### src/hdl/pmc_pkg.sv
`default_nettype none
package pmc_pkg;
	// register byte offsets
	localparam logic [7:0] OFF_PWR  = 8'h00;
	localparam logic [7:0] OFF_OSC  = 8'h04;
	localparam logic [7:0] OFF_REG  = 8'h08;
	localparam logic [7:0] OFF_GATE = 8'h0C;
	localparam logic [7:0] OFF_STAT = 8'h10;
	// field positions
	localparam int PWR_IDLE_BIT = 0;
	localparam int PWR_STOP_BIT = 1;
	localparam int OSC_SUSP_BIT = 0;
	localparam int OSC_DIV_LSB  = 1;
	localparam int OSC_SRC_BIT  = 3;
	localparam int REG_DEEP_BIT = 0;
	localparam int REG_5V_BIT   = 1;
	localparam int N_PERIPH     = 8;
	// reset values
	localparam logic [7:0] GATE_RST    = 8'hFF;
	localparam logic [1:0] DIV_SEL_RST = 2'h3;
	localparam logic       SRC_RST     = 1'b0;
	localparam logic       REG5V_RST   = 1'b1;
	localparam logic       DEEP_RST    = 1'b0;
	// oscillator path: fixed predivide, then 1/2/4/8
	localparam int         OSC_MHZ = 48;
	localparam logic [5:0] PRE_DIV = 6'h04;
	localparam logic [5:0] NO_DIV  = 6'h01;
	// power modes
	typedef enum logic [2:0] {
		M_NORMAL   = 3'b000,
		M_IDLE     = 3'b001,
		M_SUSPEND  = 3'b010,
		M_STOP     = 3'b011,
		M_SHUTDOWN = 3'b100
	} pmc_mode_t;
	typedef struct packed {
		logic       src_direct;
		logic [1:0] div_sel;
	} pmc_clk_cfg_t;
	typedef struct packed {
		logic core_clk_en;
		logic power_nets_on;
		logic pins_hold;
		logic reg5v_on;
	} pmc_pwr_t;
	localparam pmc_clk_cfg_t CLK_CFG_RST = '{SRC_RST, DIV_SEL_RST};
endpackage : pmc_pkg
`default_nettype wire

### src/hdl/pmc_power_mode_controller.sv
// The address map and register access over APB are this design's own decisions.
`timescale 1ns/100ps
`default_nettype none
module pmc_power_mode_controller
	import pmc_pkg::*;
(
	input  wire logic                pclk,
	input  wire logic                presetn,
	input  wire logic                psel,
	input  wire logic                penable,
	input  wire logic                pwrite,
	input  wire logic [7:0]          paddr,
	input  wire logic [31:0]         pwdata,
	output logic      [31:0]         prdata,
	output logic                     pready,
	output logic                     pslverr,
	input  wire logic                irq_pending,
	input  wire logic                usb_activity,
	input  wire logic                rst_other_req,
	input  wire logic                rst_pin_req,
	input  wire logic                por_req,
	output pmc_pwr_t                 pwr,
	output pmc_clk_cfg_t             clk_cfg,
	output logic                     system_clock_tick,
	output logic      [N_PERIPH-1:0] periph_clk_en,
	output logic                     sys_reset_req
);
	pmc_mode_t             mode_q;
	pmc_mode_t             mode_d;
	pmc_clk_cfg_t          cfg_q;
	pmc_clk_cfg_t          cfg_d;
	logic                  deep_q;
	logic                  deep_d;
	logic                  r5v_q;
	logic                  r5v_d;
	logic [N_PERIPH-1:0]   gate_q;
	logic [N_PERIPH-1:0]   gate_d;
	logic                  rst_req_q;
	logic                  rst_req_d;
	logic [31:0]           rdata_q;
	logic [31:0]           rdata_d;
	logic [4:0]            cnt_q;
	logic [4:0]            cnt_d;
	logic                  tick_q;
	logic                  tick_d;
	logic [5:0]            div_total;
	logic [4:0]            div_lim;
	logic                  mapped;
	logic                  wr;
	logic                  wake;
	logic                  run;
	logic                  periph_run;

	// bus decode; the slave never waits
	assign mapped  = (paddr == OFF_PWR) || (paddr == OFF_OSC) || (paddr == OFF_REG)
		|| (paddr == OFF_GATE) || (paddr == OFF_STAT);
	assign wr      = psel && penable && pwrite && mapped;
	assign pready  = 1'b1;
	assign pslverr = psel && penable && !mapped;
	assign prdata  = rdata_q;

	// mode and control register next state
	always_comb
	begin
		mode_d    = mode_q;
		cfg_d     = cfg_q;
		deep_d    = deep_q;
		r5v_d     = r5v_q;
		gate_d    = gate_q;
		rst_req_d = 1'b0;
		wake      = 1'b0;
		if (wr && paddr == OFF_OSC)
		begin
			cfg_d.div_sel    = pwdata[OSC_DIV_LSB +: 2];
			cfg_d.src_direct = pwdata[OSC_SRC_BIT];
		end
		if (wr && paddr == OFF_REG)
		begin
			deep_d = pwdata[REG_DEEP_BIT];
			r5v_d  = pwdata[REG_5V_BIT];
		end
		if (wr && paddr == OFF_GATE)
			gate_d = pwdata[N_PERIPH-1:0];
		case (mode_q)
			M_NORMAL:
			begin
				// stop outranks idle in the same write
				if (wr && paddr == OFF_PWR && pwdata[PWR_STOP_BIT])
					mode_d = deep_q ? M_SHUTDOWN : M_STOP;
				else if (wr && paddr == OFF_PWR && pwdata[PWR_IDLE_BIT])
					mode_d = M_IDLE;
				else if (wr && paddr == OFF_OSC && pwdata[OSC_SUSP_BIT] && cfg_q.src_direct)
					mode_d = M_SUSPEND;
			end
			M_IDLE:
				if (irq_pending)
					mode_d = M_NORMAL;
			M_SUSPEND:
				if (usb_activity)
					mode_d = M_NORMAL;
			M_STOP:
				wake = rst_other_req || rst_pin_req || por_req;
			M_SHUTDOWN:
				wake = rst_pin_req || por_req;
			default:
				mode_d = M_NORMAL;
		endcase
		// waking through a reset behaves like a full system reset
		if (wake)
		begin
			mode_d    = M_NORMAL;
			cfg_d     = CLK_CFG_RST;
			deep_d    = DEEP_RST;
			r5v_d     = REG5V_RST;
			gate_d    = GATE_RST;
			rst_req_d = 1'b1;
		end
	end

	// mode and control registers
	always_ff @(posedge pclk or negedge presetn)
	begin
		if (!presetn)
		begin
			mode_q    <= M_NORMAL;
			cfg_q     <= CLK_CFG_RST;
			deep_q    <= DEEP_RST;
			r5v_q     <= REG5V_RST;
			gate_q    <= GATE_RST;
			rst_req_q <= 1'b0;
		end
		else
		begin
			mode_q    <= mode_d;
			cfg_q     <= cfg_d;
			deep_q    <= deep_d;
			r5v_q     <= r5v_d;
			gate_q    <= gate_d;
			rst_req_q <= rst_req_d;
		end
	end

	// read data is latched in the setup cycle
	always_comb
	begin
		rdata_d = rdata_q;
		if (psel && !penable && !pwrite)
		begin
			rdata_d = 32'h0000_0000;
			case (paddr)
				OFF_PWR:
				begin
					rdata_d[PWR_IDLE_BIT] = (mode_q == M_IDLE);
					rdata_d[PWR_STOP_BIT] = (mode_q == M_STOP) || (mode_q == M_SHUTDOWN);
				end
				OFF_OSC:
				begin
					rdata_d[OSC_SUSP_BIT]      = (mode_q == M_SUSPEND);
					rdata_d[OSC_DIV_LSB +: 2]  = cfg_q.div_sel;
					rdata_d[OSC_SRC_BIT]       = cfg_q.src_direct;
				end
				OFF_REG:
				begin
					rdata_d[REG_DEEP_BIT] = deep_q;
					rdata_d[REG_5V_BIT]   = r5v_q;
				end
				OFF_GATE:
					rdata_d[N_PERIPH-1:0] = gate_q;
				OFF_STAT:
					rdata_d[2:0] = mode_q;
				default:
					rdata_d = 32'h0000_0000;
			endcase
		end
	end

	always_ff @(posedge pclk or negedge presetn)
	begin
		if (!presetn)
			rdata_q <= 32'h0000_0000;
		else
			rdata_q <= rdata_d;
	end

	// system clock enable divider: predivide unless direct, then 1/2/4/8
	assign div_total = (cfg_q.src_direct ? NO_DIV : PRE_DIV) << cfg_q.div_sel;
	assign div_lim   = 5'(div_total - NO_DIV);
	assign run       = (mode_q == M_NORMAL) || (mode_q == M_IDLE);
	assign periph_run = run;

	always_comb
	begin
		cnt_d  = 5'h00;
		tick_d = 1'b0;
		if (run)
		begin
			tick_d = (cnt_q == div_lim);
			cnt_d  = (cnt_q >= div_lim) ? 5'h00 : 5'(cnt_q + 5'h01);
		end
	end

	always_ff @(posedge pclk or negedge presetn)
	begin
		if (!presetn)
		begin
			cnt_q  <= 5'h00;
			tick_q <= 1'b0;
		end
		else
		begin
			cnt_q  <= cnt_d;
			tick_q <= tick_d;
		end
	end

	// mode- and register-driven outputs
	assign system_clock_tick       = tick_q;
	assign clk_cfg           = cfg_q;
	assign sys_reset_req     = rst_req_q;
	assign pwr.core_clk_en   = (mode_q == M_NORMAL);
	assign pwr.power_nets_on = (mode_q != M_STOP) && (mode_q != M_SHUTDOWN);
	assign pwr.pins_hold     = (mode_q == M_STOP) || (mode_q == M_SHUTDOWN);
	assign pwr.reg5v_on      = r5v_q;

	// per-peripheral clock gates
	genvar gi;
	generate
		for (gi = 0; gi < N_PERIPH; gi++)
		begin : g_gate
			assign periph_clk_en[gi] = gate_q[gi] && periph_run;
		end
	endgenerate

	chk_normal_clocks: assert property (@(posedge pclk) disable iff (!presetn)
		mode_q == M_NORMAL |-> pwr.core_clk_en && pwr.power_nets_on && periph_clk_en == gate_q)
		else $error("normal mode lost a clock");

	chk_idle_entry: assert property (@(posedge pclk) disable iff (!presetn)
		mode_q == M_NORMAL && wr && paddr == OFF_PWR && pwdata[PWR_IDLE_BIT] && !pwdata[PWR_STOP_BIT]
		|=> mode_q == M_IDLE && !pwr.core_clk_en && periph_clk_en == gate_q)
		else $error("idle entry wrong");

	chk_idle_wake: assert property (@(posedge pclk) disable iff (!presetn)
		mode_q == M_IDLE && irq_pending |=> pwr.core_clk_en)
		else $error("interrupt did not wake idle");

	chk_suspend_gate: assert property (@(posedge pclk) disable iff (!presetn)
		mode_q == M_NORMAL && !cfg_q.src_direct && !(wr && paddr == OFF_PWR) |=> mode_q != M_SUSPEND)
		else $error("suspend without fast oscillator");

	chk_suspend_wake: assert property (@(posedge pclk) disable iff (!presetn)
		mode_q == M_SUSPEND
		|=> !system_clock_tick && mode_q == ($past(usb_activity) ? M_NORMAL : M_SUSPEND))
		else $error("suspend wake wrong");

	chk_stop_power: assert property (@(posedge pclk) disable iff (!presetn)
		mode_q == M_STOP && rst_other_req |-> pwr.pins_hold && !pwr.power_nets_on ##1
		mode_q == M_NORMAL && sys_reset_req)
		else $error("stop mode power or wake wrong");

	chk_shutdown_entry: assert property (@(posedge pclk) disable iff (!presetn)
		mode_q == M_NORMAL && deep_q && wr && paddr == OFF_PWR && pwdata[PWR_STOP_BIT]
		|=> mode_q == M_SHUTDOWN && pwr.reg5v_on == $past(r5v_q))
		else $error("shutdown entry wrong");

	chk_shutdown_hold: assert property (@(posedge pclk) disable iff (!presetn)
		mode_q == M_SHUTDOWN && !rst_pin_req && !por_req |=> mode_q == M_SHUTDOWN && !sys_reset_req)
		else $error("shutdown left without pin or power-on");

	chk_reset_clock: assert property (@(posedge pclk) disable iff (!presetn)
		sys_reset_req |-> cfg_q == CLK_CFG_RST && div_lim == 5'h1F)
		else $error("default clock setting not restored");

	chk_div_period: assert property (@(posedge pclk) disable iff (!presetn)
		system_clock_tick && run && $stable(cfg_q) && cfg_q.src_direct && cfg_q.div_sel == 2'h1
		|=> !system_clock_tick ##1 (system_clock_tick || !$past(run) || $past(cfg_q) != $past(cfg_q, 2)))
		else $error("divide-by-two period wrong");

	chk_periph_gate: assert property (@(posedge pclk) disable iff (!presetn)
		(periph_clk_en & ~gate_q) == 8'h00)
		else $error("gated peripheral still clocked");

	chk_wake_defaults: assert property (@(posedge pclk) disable iff (!presetn)
		sys_reset_req |-> mode_q == M_NORMAL && gate_q == GATE_RST && !deep_q)
		else $error("wake did not restore defaults");
endmodule : pmc_power_mode_controller
`default_nettype wire

### config.mk
export PLATFORM = sky130hd
export DESIGN_NAME = pmc_power_mode_controller
export DESIGN_NICKNAME = d
export VERILOG_FILES = /design/src/hdl/pmc_pkg.sv /design/src/hdl/pmc_power_mode_controller.sv
export SDC_FILE = /design/constraint.sdc
export NUM_CORES = 1
export LEC_CHECK = 0
export BUFFER_PORTS_ARGS = -buffer_cell sky130_fd_sc_hd__buf_4
export CORE_ASPECT_RATIO = 0.9
export CORE_MARGIN = 2
export CORE_UTILIZATION = 46
export CTS_CLUSTER_SIZE = 40
export DETAILED_ROUTE_END_ITERATION = 7
export GPL_ROUTABILITY_DRIVEN = 0
export GPL_TIMING_DRIVEN = 1
export PLACE_DENSITY = 0.91
export SYNTH_ARGS = -nofsm -noshare
export SYNTH_HDL_FRONTEND = slang
export SYNTH_SLANG_ARGS = --single-unit
### constraint.sdc
create_clock -name pclk -period 2.05 [get_ports pclk]
set_input_delay 0.1025 -clock pclk [delete_from_list [all_inputs] [get_ports pclk]]
set_output_delay 0.1025 -clock pclk [all_outputs]
set_load 0.05 [all_outputs]
# Word level (Yosys, flattened, before mapping)
# Cells that the tools add are included.
# op_classes
n_addsub	2
magnitude_cmp	1
eq_ne	15
shift	1
n_mux	26
reduce_logical	42
# ops
op	count
two-way mux 3 bit	10
logical AND 1 bit	23
== test 8 x 4 -> 1 bit (second input constant)	2
two-way mux 8 bit	2
one-hot mux 3 bit (4 select lines)	1
two-way mux 5 bit	2
one-hot mux 2 bit (5 select lines)	1
logical OR 1 bit	9
inequality test 3 bit (second input constant)	3
== test 8 x 3 -> 1 bit (second input constant)	1
== test 8 x 5 -> 1 bit (second input constant)	1
zero test 8 bit	1
== test 3 x 2 -> 1 bit (second input constant)	2
two-way mux 1 bit	6
nonzero test 2 bit	3
adder 5 x 1 -> 5 bit (second input constant)	1
== test 5 bit	1
greater-or-equal comparator 5 bit	1
inequality test 5 x 1 -> 1 bit (second input constant)	1
left shift 3 x 2 -> 5 bit	1
subtractor 5 x 1 -> 5 bit (second input constant)	1
two-way mux 4 bit	1
one-hot mux 1 bit (2 select lines)	2
AND reduction 4 bit	1
other kinds (8)	10
# totals
reg_bits	31
input_bits	50
output_inout_bits	51
word_cells	97

# Longest topological paths before layout
# Gate-level depths: netlist (run 1).
# logic_depth
depth_word	14
ltp_mapped	7
depth_no_buf	7

# Least setup slack after synthesis (run 1)
# No wires, ideal clock.
# synth_path
path_type	register -> register
startpoint	register cfg_q, in the netlist clk_cfg[0]
endpoint	register cnt_q[2]
setup_ns	0.135
t_arrival_ns	1.771
t_required_ns	1.915
slack_ns	0.144
path_stages_with_launch	8
path_buffers	0
period_less_slack_ns	1.906
path_cell_list	dfstp_2 nor2b_1 a21oi_1 ha_1 a21o_1 a21oi_1 o221ai_1 nor2_1
# synth_between
elab_chain_cells	5
# synth_lines
item	line_no	text
start: declaration	pmc_power_mode_controller.sv:30	pmc_clk_cfg_t cfg_q;
start signal: assignment	pmc_power_mode_controller.sv:135	cfg_q <= cfg_d;
left shift 3 x 2 -> 5 bit	pmc_power_mode_controller.sv:186	assign div_total = (cfg_q.src_direct ? NO_DIV : PRE_DIV) << cfg_q.div_sel;
subtractor 5 x 1 -> 5 bit	pmc_power_mode_controller.sv:187	assign div_lim = 5'(div_total - NO_DIV);
greater-or-equal comparator 5 bit	pmc_power_mode_controller.sv:198	cnt_d = (cnt_q >= div_lim) ? 5'h00 : 5'(cnt_q + 5'h01);
two-way mux 5 bit	pmc_power_mode_controller.sv:198	
two-way mux 5 bit	pmc_power_mode_controller.sv:195	if (run)
named net cnt_d[2]	pmc_power_mode_controller.sv:43	logic [4:0] cnt_d;
end signal: assignment	pmc_power_mode_controller.sv:211	cnt_q <= cnt_d;
end: declaration	pmc_power_mode_controller.sv:42	logic [4:0] cnt_q;
# The timed path passes the listed nets, and every way through them passes these cells.
# A chain may end at the register's enable or synchronous reset.

# Worst setup path in the final report (run 1)
# layout_path
startpoint	register cfg_q, in the netlist clk_cfg[0]
endpoint	register cnt_q[3]
# The elaborated chain is that of the path after synthesis.

==> results of run 1 <==
-- cells by family after synthesis --
group,synth area share [%]
buf+inv,12.7
fa+ha+maj,3.82
compound gates,9.87
simple gates,22.4
other cells,0.382
flops,40.2
mux,9.36
xor+xnor,1.34
-- layout by cell type, fill, tap and decap left out, drive strengths merged --
| master | Yosys | routed |
|---|---|---|
| a21boi | 1 | 1 |
| a21oi | 3 | 3 |
| and4 | 1 | 1 |
| xor2 | 2 | 2 |
| nor4bb | 1 | 1 |
| nand4 | 1 | 1 |
| nand3 | 6 | 6 |
| or4 | 1 | 1 |
| clkbuf | 7 | 7 |
| o21a | 1 | 1 |
| o21ai | 4 | 4 |
| o22a | 1 | 1 |
| nand3b | 3 | 3 |
| mux2 | 3 | 3 |
| xnor2 | 1 | 1 |
| o2bb2ai | 3 | 3 |
| or3b | 4 | 4 |
| o221ai | 1 | 1 |
| nor4 | 4 | 4 |
| nand2 | 21 | 21 |
| a31oi | 1 | 1 |
| a32oi | 3 | 3 |
| a22o | 4 | 4 |
| nor2 | 15 | 15 |
| a32o | 1 | 1 |
| o211ai | 2 | 2 |
| dfrtp | 20 | 20 |
| dlygate4sd3 | 0 | 1 |
| nor2b | 4 | 4 |
| dfstp | 11 | 11 |
| mux2i | 15 | 15 |
| ha | 6 | 6 |
| buf | 27 | 58 |
| nand2b | 6 | 6 |
| conb | 2 | 25 |
| and2 | 9 | 9 |
| nor3 | 4 | 4 |
| inv | 6 | 6 |
| clkinv | 0 | 1 |
| a21o | 1 | 1 |
-- cells in the mapped netlist (2+ instances only) --
master and n:
nor2b_1 4, clkbuf_1 7, nand3b_1 3, o2bb2ai_1 3, ha_1 6, dfstp_2 11, a32oi_1 3, and2_1 9
dfrtp_1 20, nand2b_1 6, mux2_2 3, nor3_1 4, inv_1 6, buf_4 26, o211ai_1 2, nor4_1 2
nand2_1 21, or3b_2 4, o21ai_0 4, conb_1 2, nor2_1 15, xor2_1 2, mux2i_1 15, a21oi_1 3
nand3_1 6, a22o_1 4
-- where the power goes --
| group | switching [uW] | internal, uW |
|---|---|---|
| clock | 224 | 270 |
| sequential | 58.2 | 679 |
| combinational | 297 | 160 |
-- flip-flops by register name (all words and copies together) (netlist names) --
name / cells
r5v_q: 1
gate_q: 8
prdata: 8
mode_q: 3
sys_reset_req: 1
deep_q: 1
cnt_q: 5
system_clock_tick: 1
clk_cfg: 3
-- layout make-up --
class | count | area [um2]
tap | 48 | 60.1
multi-input combinational | 158 | 1010
timing repair buffer | 59 | 445
sequential | 31 | 790
clock inverter | 1 | 5.00
inverter | 6 | 22.5
fill | 352 | 1680
clock buffer | 7 | 86.3
-- through the flow --
step	worst slack, ns	util (%)	power, uW
after floorplan	0.144	-	1110
after global placement	0.228	56.6	1180
after detailed placement	0.131	56.6	1200
after CTS	0.124	59.1	1710
after global routing	0.0146	59.1	1790
final	0.136	59.1	1690
-- how the worst max path moves through the flow --
stage	start	endpoint	slack (ns)	cells past startpoint
after floorplan	clk_cfg[0]	cnt_q[2]	0.14	7
after global placement	clk_cfg[0]	cnt_q[3]	0.23	7
after detailed placement	clk_cfg[0]	cnt_q[2]	0.13	7
after CTS	clk_cfg[0]	cnt_q[3]	0.12	7
after global routing	clk_cfg[0]	cnt_q[3]	0.01	7
final	clk_cfg[0]	cnt_q[3]	0.14	7
-- critical path, stage by stage, from the launching register on --
cell	delay (ns)
dfstp_2	0.59
nor2b_1	0.19
a21oi_1	0.06
ha_1	0.30
a21o_1	0.11
a21oi_1	0.06
o221ai_1	0.38
nor2_1	0.10
-- layer usage --
metal / vias up / global-route usage [%] / part of all wire [%]
li1: 776 / - / -
met5: - / 0 / 0
met1: 759 / 24.8 / 44
met2: 56 / 31.6 / 48
met4: 0 / 8.80 / 2.1
met3: 9 / 5.95 / 5.7
==> impl_metrics.csv, run 1 <==
group,metric,value,unit
sta,slew_violations,0,
critical_path,reg2reg_from,"clk_cfg[0]",
placement,dpl.hpwl,3.33,mm
routing,antenna_left,0,
critical_path,cp-start-kind,"flop",
routing,num_vias,1600,
hold_path,worstHoldEndpoint,"gate_q[7]",
global_route,grt_use_total,19.8,%
global_route,globalRoute.totalOverflow,0,
sta,setup_viol,0,
floorplanning,die_height,66.0,um
routing,vias_per_cell,5.16,
clock_tree,cts_sinks,31,
routing,drt_wl_total,4.48,mm
sta,fin_skew,0.00743,ns
floorplanning,dieArea,0.00481,mm2
floorplanning,rows,22,
routing,drt_first_iter_violations,116,
power_and_ir_drop,power_density,697,mW/mm2
sta,tns,0,ns
clock_tree,cts_buffers,5,
yosys,synth_top_flop_cell,"dfrtp_1",
routing,drt_first_pass_iters,4,
finish,finalNonFillerCells,310,
global_route,grt_first_pass_wirelength,7.11,mm
finish,final_cell_area,0.00242,mm2
power_and_ir_drop,peakVddDrop,0.000529,V
finish,drive_gt1_share,32.4,%
yosys,yosys_warnings,0,
hold_path,whs_path_depth,3,
clock_tree,ctsHoldBuffers,1,
clock_tree,cts_setup_buffers,0,
sta,finalHoldViolCount,0,
clock_tree,clk_path_buf_depth,2,
clock_tree,clkLatencyLatePin,0.28,ns
critical_path,cp.arrival,2.06,ns
routing,drc_errors,0,
sta,period_share,93.4,%
finish,nets,317,
clock_tree,cts_htree_levels,2,
hold_path,hp-class,"in2reg",
placement,dp.cells,301,
yosys,synth_area_per_cell,9.54,um2
job,max_cap_viol_count,0,
yosys,synth_edf_count,0,
critical_path,end_kind,"flop",
yosys,async_flop_share,100,%
yosys,syn_area,0.00197,mm2
global_route,grt_pass1_vias,1509,
sta,rsz0062_at_grt,"no",
sta,max_freq,522,MHz
clock_tree,cts_tree,"done",
sta,holdWs,0.0401,ns
hold_path,worstHoldStart,"pwdata[7]",
clock_tree,cts_resized,0,
floorplanning,ios,101,
yosys,yosysUniqueCellTypes,41,
floorplanning,start_util,47.9,%
clock_tree,root_buffer,"clkbuf_8",
yosys,synthCells,206,
critical_path,rrSetupSlack,0.14,ns
critical_path,path_max_fanout,6,
global_route,antenna_found_initial,0,
global_route,grt_max_degree,32,
finish,area_growth,23.2,%
critical_path,critical_path_class,"reg2reg",
critical_path,cp.required,2.20,ns
critical_path,r2r-end,"cnt_q[3]",
yosys,synth.largest_area_cell,"dfrtp_1",
sta,finalCriticalPeriod,1.91,ns
power_and_ir_drop,p_leak,0.00113,uW
finish,n_antenna_cell,0,
floorplanning,core,0.00410,mm2
status,status,"complete, no violations",
critical_path,r2r_cells,7,
yosys,synth.area.top_cells,"dfrtp_1 25%, dfstp_2 15%, buf_4 9.9%",
placement,place_area,0.00232,mm2
yosys,synth_top_area_share,25.5,%
yosys,ys_seq_area_share,40.2,%
floorplanning,die_x,72.9,um
yosys,synth_seq_cells,31,
placement,io_buffer_count,51,
routing,wl_per_cell,14.5,um
clock_tree,clk_pin_slew_worst_paths,0.07,ns
Note: power is estimated with default switching activity, not from simulation.
==> run 2, diff against run 1 <==
- ABC_AREA: default -> 1
- PLACE_DENSITY: 0.91 -> 0.9
==> impl_metrics.csv, run 2 <==
group,metric,value,unit
hold_path,hp-class,"in2reg",
yosys,synth.area.top_cells,"dfrtp_1 24%, dfstp_2 14%, buf_4 9.5%",
floorplanning,die_x,74.6,um
global_route,grt_max_degree,32,
clock_tree,cts_resized,0,
finish,drive_gt1_share,31.0,%
routing,vias_per_cell,4.78,
critical_path,cp.arrival,2.09,ns
clock_tree,cts_buffers,5,
clock_tree,cts_htree_levels,2,
finish,post-route-util,57.8,%
clock_tree,clk_path_buf_depth,2,
routing,wl_per_cell,11.8,um
critical_path,end_kind,"flop",
critical_path,crit_slowest_cell,"dfstp_2",
sta,rsz0062_at_grt,"no",
critical_path,cpMostUsedCell,"nor2_1",
clock_tree,cts_tree,"done",
routing,drc_errors,0,
finish,final_cell_mix,"51 x buf_4, 39 x nand2_1, 35 x nor2_1",
yosys,synth_top_area_share,24.3,%
global_route,grt_first_pass_wirelength,6.89,mm
sta,max_freq,533,MHz
critical_path,cp-start-kind,"flop",
sta,fin_skew,0.00631,ns
routing,drt_wl_total,4.46,mm
global_route,antenna_found_initial,0,
yosys,yosysUniqueCellTypes,36,
critical_path,critical_path_class,"reg2reg",
floorplanning,rows,23,
yosys,synthCells,261,
clock_tree,clkLatencyLatePin,0.29,ns
critical_path,path_max_fanout,5,
critical_path,cp.buffers_inverters,1,
job,max_cap_viol_count,0,
finish,final_cell_area,0.00253,mm2
floorplanning,die_height,67.5,um
global_route,grt_use_total,18.2,%
critical_path,cp.required,2.27,ns
sta,holdWs,0.0624,ns
finish,final_common_cell,"buf_4",
placement,place_area,0.00240,mm2
power_and_ir_drop,power_density,1010,mW/mm2
sta,setup_viol,0,
critical_path,critPathMaxStageDelay,0.55,ns
yosys,synth_area_per_cell,7.90,um2
placement,dpl.hpwl,3.50,mm
yosys,ys_seq_area_share,38.3,%
status,status,"complete, no violations",
clock_tree,cts_sinks,31,
routing,drt_first_iter_violations,135,
global_route,globalRoute.totalOverflow,0,
clock_tree,root_buffer,"clkbuf_8",
finish,area_growth,22.5,%
finish,fillCellCount,411,
power_and_ir_drop,p_leak,0.00134,uW
yosys,synth_edf_count,0,
finish,n_antenna_cell,0,
yosys,async_flop_share,100,%
yosys,synth_top_flop_cell,"dfrtp_1",
critical_path,path_cells,"inv_1, nor2_1, o21bai_1, ha_1, a21oi_1, o21ai_0, nor2_1, nand3_1, nor2_1",
floorplanning,core,0.00437,mm2
floorplanning,start_util,47.1,%
floorplanning,dieArea,0.00503,mm2
yosys,synth_seq_cells,31,
yosys,syn_area,0.00206,mm2
sta,slew_violations,0,
critical_path,crit_family,"simple AND/OR/NAND/NOR gates",
routing,num_vias,1805,
yosys,synth_most_common_cell,"nand2_1",
global_route,grt_pass1_vias,1620,
sta,finalHoldViolCount,0,
routing,drt_first_pass_iters,4,
yosys,yosys_warnings,0,
clock_tree,clk_pin_slew_worst_paths,0.07,ns
sta,period_share,91.5,%
finish,nets,371,
sta,finalCriticalPeriod,1.88,ns
power_and_ir_drop,peakVddDrop,0.000435,V
floorplanning,ios,101,
yosys,synth_commonest_cells,"39 x nand2_1, 35 x nor2_1, 30 x inv_1",
routing,antenna_left,0,
yosys,synth.largest_area_cell,"dfrtp_1",
placement,io_buffer_count,51,
power_and_ir_drop,total_power,2550,uW
sta,tns,0,ns
## run 2: cell count changes after synthesis, moves of 6 or more
| cell | delta |
|---|---|
| inv_1 | +24 |
| nor2_1 | +20 |
| nand2_1 | +18 |
| mux2i_1 | -15 |
| o21ai_0 | +14 |
| and2_1 | -9 |
| clkbuf_1 | -6 |
| inv_2 | +6 |
| nand2b_1 | -6 |
## run 2: final cells by class
cell class | count | area [um2] | area share, %
clock buffer | 6 | 82.6 | 3.27
clock inverter | 2 | 35.0 | 1.39
inverter | 37 | 141 | 5.60
multi-input combinational | 188 | 1010 | 39.9
sequential | 31 | 790 | 31.3
tap | 62 | 77.6 | 3.07
timing repair buffer | 52 | 393 | 15.6
## run 2: worst min-delay path: cells and delay by family
kind	cells	cell delay (ns)
buffers and inverters	1	0.09
and+or+nand+nor	1	0.06
AOI/OAI and AO/OA	1	0.06
## run 2: through the flow
step                std cells  worst slack (ns)
finish                    378             0.174
global route              378            0.0283
CTS                       378             0.177
detailed placement        369             0.185
global placement          369             0.243
floorplan                 284             0.181
## run 2: worst paths after layout
check,startpoint,end,slack [ns],cells past startpoint
setup / recovery,clk_cfg[1],cnt_q[2],0.17,9
hold / removal,pwdata[3],clk_cfg[2],0.06,3
setup reg to reg,clk_cfg[1],cnt_q[2],0.17,9
hold reg to reg,cnt_q[0],cnt_q[0],0.48,1
max in group asynchronous,presetn,gate_q[0],1.44,2
min in group asynchronous,presetn,prdata[5],0.29,2
## run 2: layer usage
metal | track usage, % | wire length, um
met5 | 0 | 0
met3 | 5.07 | 399
met4 | 8.48 | 43
met1 | 22.8 | 1980
met2 | 29.2 | 2030
## run 2: logic make-up after synthesis
kind of cell             share of synthesized area, %
other                                           0.364
buffers and inverters                            17.1
AND/OR/NAND/NOR                                  25.1
flip-flops                                       38.3
AO/OA/AOI/OAI                                    14.3
adder cells (fa/ha/maj)                          3.64
XOR/XNOR                                         1.27
## run 2: repair_timing
action	4_1_cts	5_1_grt
hold endpoints to repair	20	0
setup endpoints to repair	0	0
buffers inserted	0	0
hold buffers	1	0
## run 2: power by group
group	switching (uW)	internal [uW]
combinational	858	312
sequential	56.6	710
clock	225	393
total	1140	1420
==> run 3, diff against run 2 <==
- CELL_PAD_IN_SITES_DETAIL_PLACEMENT: default -> 1
- CELL_PAD_IN_SITES_GLOBAL_PLACEMENT: default -> 1
- CORE_UTILIZATION: 46 -> 32
==> impl_metrics.csv, run 3 (synthesis gave the netlist of run 2 again) <==
group,metric,value,unit
status,status,"complete, no violations",
routing,wl_per_cell,13.6,um
finish,drive_gt1_share,31.2,%
clock_tree,cts_tree,"done",
placement,io_buffer_count,51,
power_and_ir_drop,p_leak,0.00133,uW
routing,drt_first_pass_iters,4,
floorplanning,dieArea,0.00710,mm2
global_route,antenna_found_initial,0,
sta,rsz0062_at_grt,"no",
clock_tree,clk_pin_slew_worst_paths,0.06,ns
clock_tree,clk_path_buf_depth,2,
routing,drt_wl_total,5.48,mm
finish,final_cell_mix,"52 x buf_4, 39 x nand2_1, 34 x nor2_1",
global_route,grt_use_total,16.4,%
job,max_cap_viol_count,0,
finish,finalNonFillerCells,404,
power_and_ir_drop,power_frac_seq,31.3,%
critical_path,critical_path_class,"reg2reg",
power_and_ir_drop,p_int,1280,uW
sta,finalHoldViolCount,0,
global_route,grt_first_pass_wirelength,9.08,mm
hold_path,worstHoldStart,"pwdata[6]",
sta,slew_violations,0,
routing,vias_per_cell,4.67,
critical_path,cp.arrival,2.01,ns
global_route,globalRoute.totalOverflow,0,
floorplanning,start_util,33.4,%
sta,fin_skew,0.00256,ns
routing,num_vias,1887,
critical_path,reg2reg_from,"clk_cfg[1]",
floorplanning,rows,27,
finish,n_antenna_cell,0,
power_and_ir_drop,swShare,48.1,%
routing,drc_errors,0,
placement,dp.cells,395,
routing,drt_first_iter_violations,138,
sta,max_freq,557,MHz
critical_path,crit_start,"clk_cfg[1]",
floorplanning,core,0.00618,mm2
routing,antenna_left,0,
critical_path,path_max_fanout,5,
critical_path,cp.required,2.27,ns
clock_tree,cts_buffers,5,
finish,area_growth,23.2,%
critical_path,cp-start-kind,"flop",
sta,setup_viol,0,
critical_path,end_kind,"flop",
placement,dpl.hpwl,4.32,mm
hold_path,hp-class,"in2reg",
floorplanning,ios,101,
power_and_ir_drop,peakVddDrop,0.000297,V
global_route,grt_pass1_vias,1958,
clock_tree,clkLatencyLatePin,0.29,ns
power_and_ir_drop,pwr-share-clk,19.3,%
clock_tree,cts_setup_buffers,0,
sta,finalCriticalPeriod,1.80,ns
power_and_ir_drop,comb_power_share,49.4,%
clock_tree,root_buffer,"clkbuf_8",
clock_tree,cts_sinks,31,
finish,final_common_cell,"buf_4",
clock_tree,cts_htree_levels,2,
sta,tns,0,ns
finish,nets,372,
power_and_ir_drop,power_switching,1190,uW
sta,period_share,87.6,%
floorplanning,die_x,88.6,um
global_route,grt_max_degree,32,
floorplanning,die_height,80.2,um
power_and_ir_drop,power_density,969,mW/mm2
==> run 3: per-stage QoR <==
stage	utilization [%]	hold slack (ns)	area (um2)	worst slack, ns	power (uW)
floorplan	-	-0.193	2150	0.181	1680
global placement	39.4	0.0577	2440	0.200	1960
detailed placement	39.4	0.0635	2440	0.0942	1990
CTS	40.9	0.0664	2530	0.0942	2470
global route	41.1	0.106	2540	0.0279	2620
finish	41.1	0.0671	2540	0.253	2460
==> run 3: area by class of cell <==
type,instances,area [um2]
multi-input combinational,188,1020
clock inverter,1,5.00
tap,87,109
sequential,31,790
clock buffer,7,76.3
inverter,37,141
timing repair buffer,53,400
fill,779,3640
==> run 3: timing repair <==
item                                    in CTS  in global routing
hold endpoints to repair                    20                  0
endpoints found under the setup margin       0                  5
gates resized for setup                      0                  3
hold buffers                                 1                  0
==> run 3: path summary, 6_finish.rpt <==
kind / slack (ns) / cells after the start / end
max in group asynchronous: 1.44 / 2 / gate_q[1]
worst min register to register: 0.48 / 1 / cnt_q[0]
worst max register to register: 0.25 / 9 / cnt_q[3]
worst min-delay path: 0.07 / 3 / gate_q[6]
min in group asynchronous: 0.28 / 2 / prdata[6]
worst max-delay path: 0.25 / 9 / cnt_q[3]
==> run 3: routing by layer <==
metal | vias to the layer above | track usage (%) | routed length, um
met4 | 0 | 5.45 | 120
met3 | 12 | 3.70 | 369
li1 | 894 | - | -
met2 | 71 | 28.0 | 2680
met1 | 910 | 20.1 | 2310
met5 | - | 0 | 0
==> run 3: worst max-delay path: stages, from the launching register on <==
cell and delay (ns):
dfstp_2 0.55, inv_1 0.09, nor2_4 0.12, nand2_1 0.07, ha_1 0.29, a21oi_1 0.14, o21ai_0 0.09, nor2_1 0.11
nand3_2 0.14, nor2_1 0.12
==> run 3: power by group through the flow <==
stage / Sequential [uW] / Clock (uW) / Combinational, uW
2_1_floorplan: 821 / 0 / 858
3_3_place_gp: 776 / 0 / 1180
3_5_place_dp: 781 / 0 / 1210
4_1_cts: 770 / 482 / 1220
5_1_grt: 786 / 511 / 1320
6_report: 770 / 477 / 1220
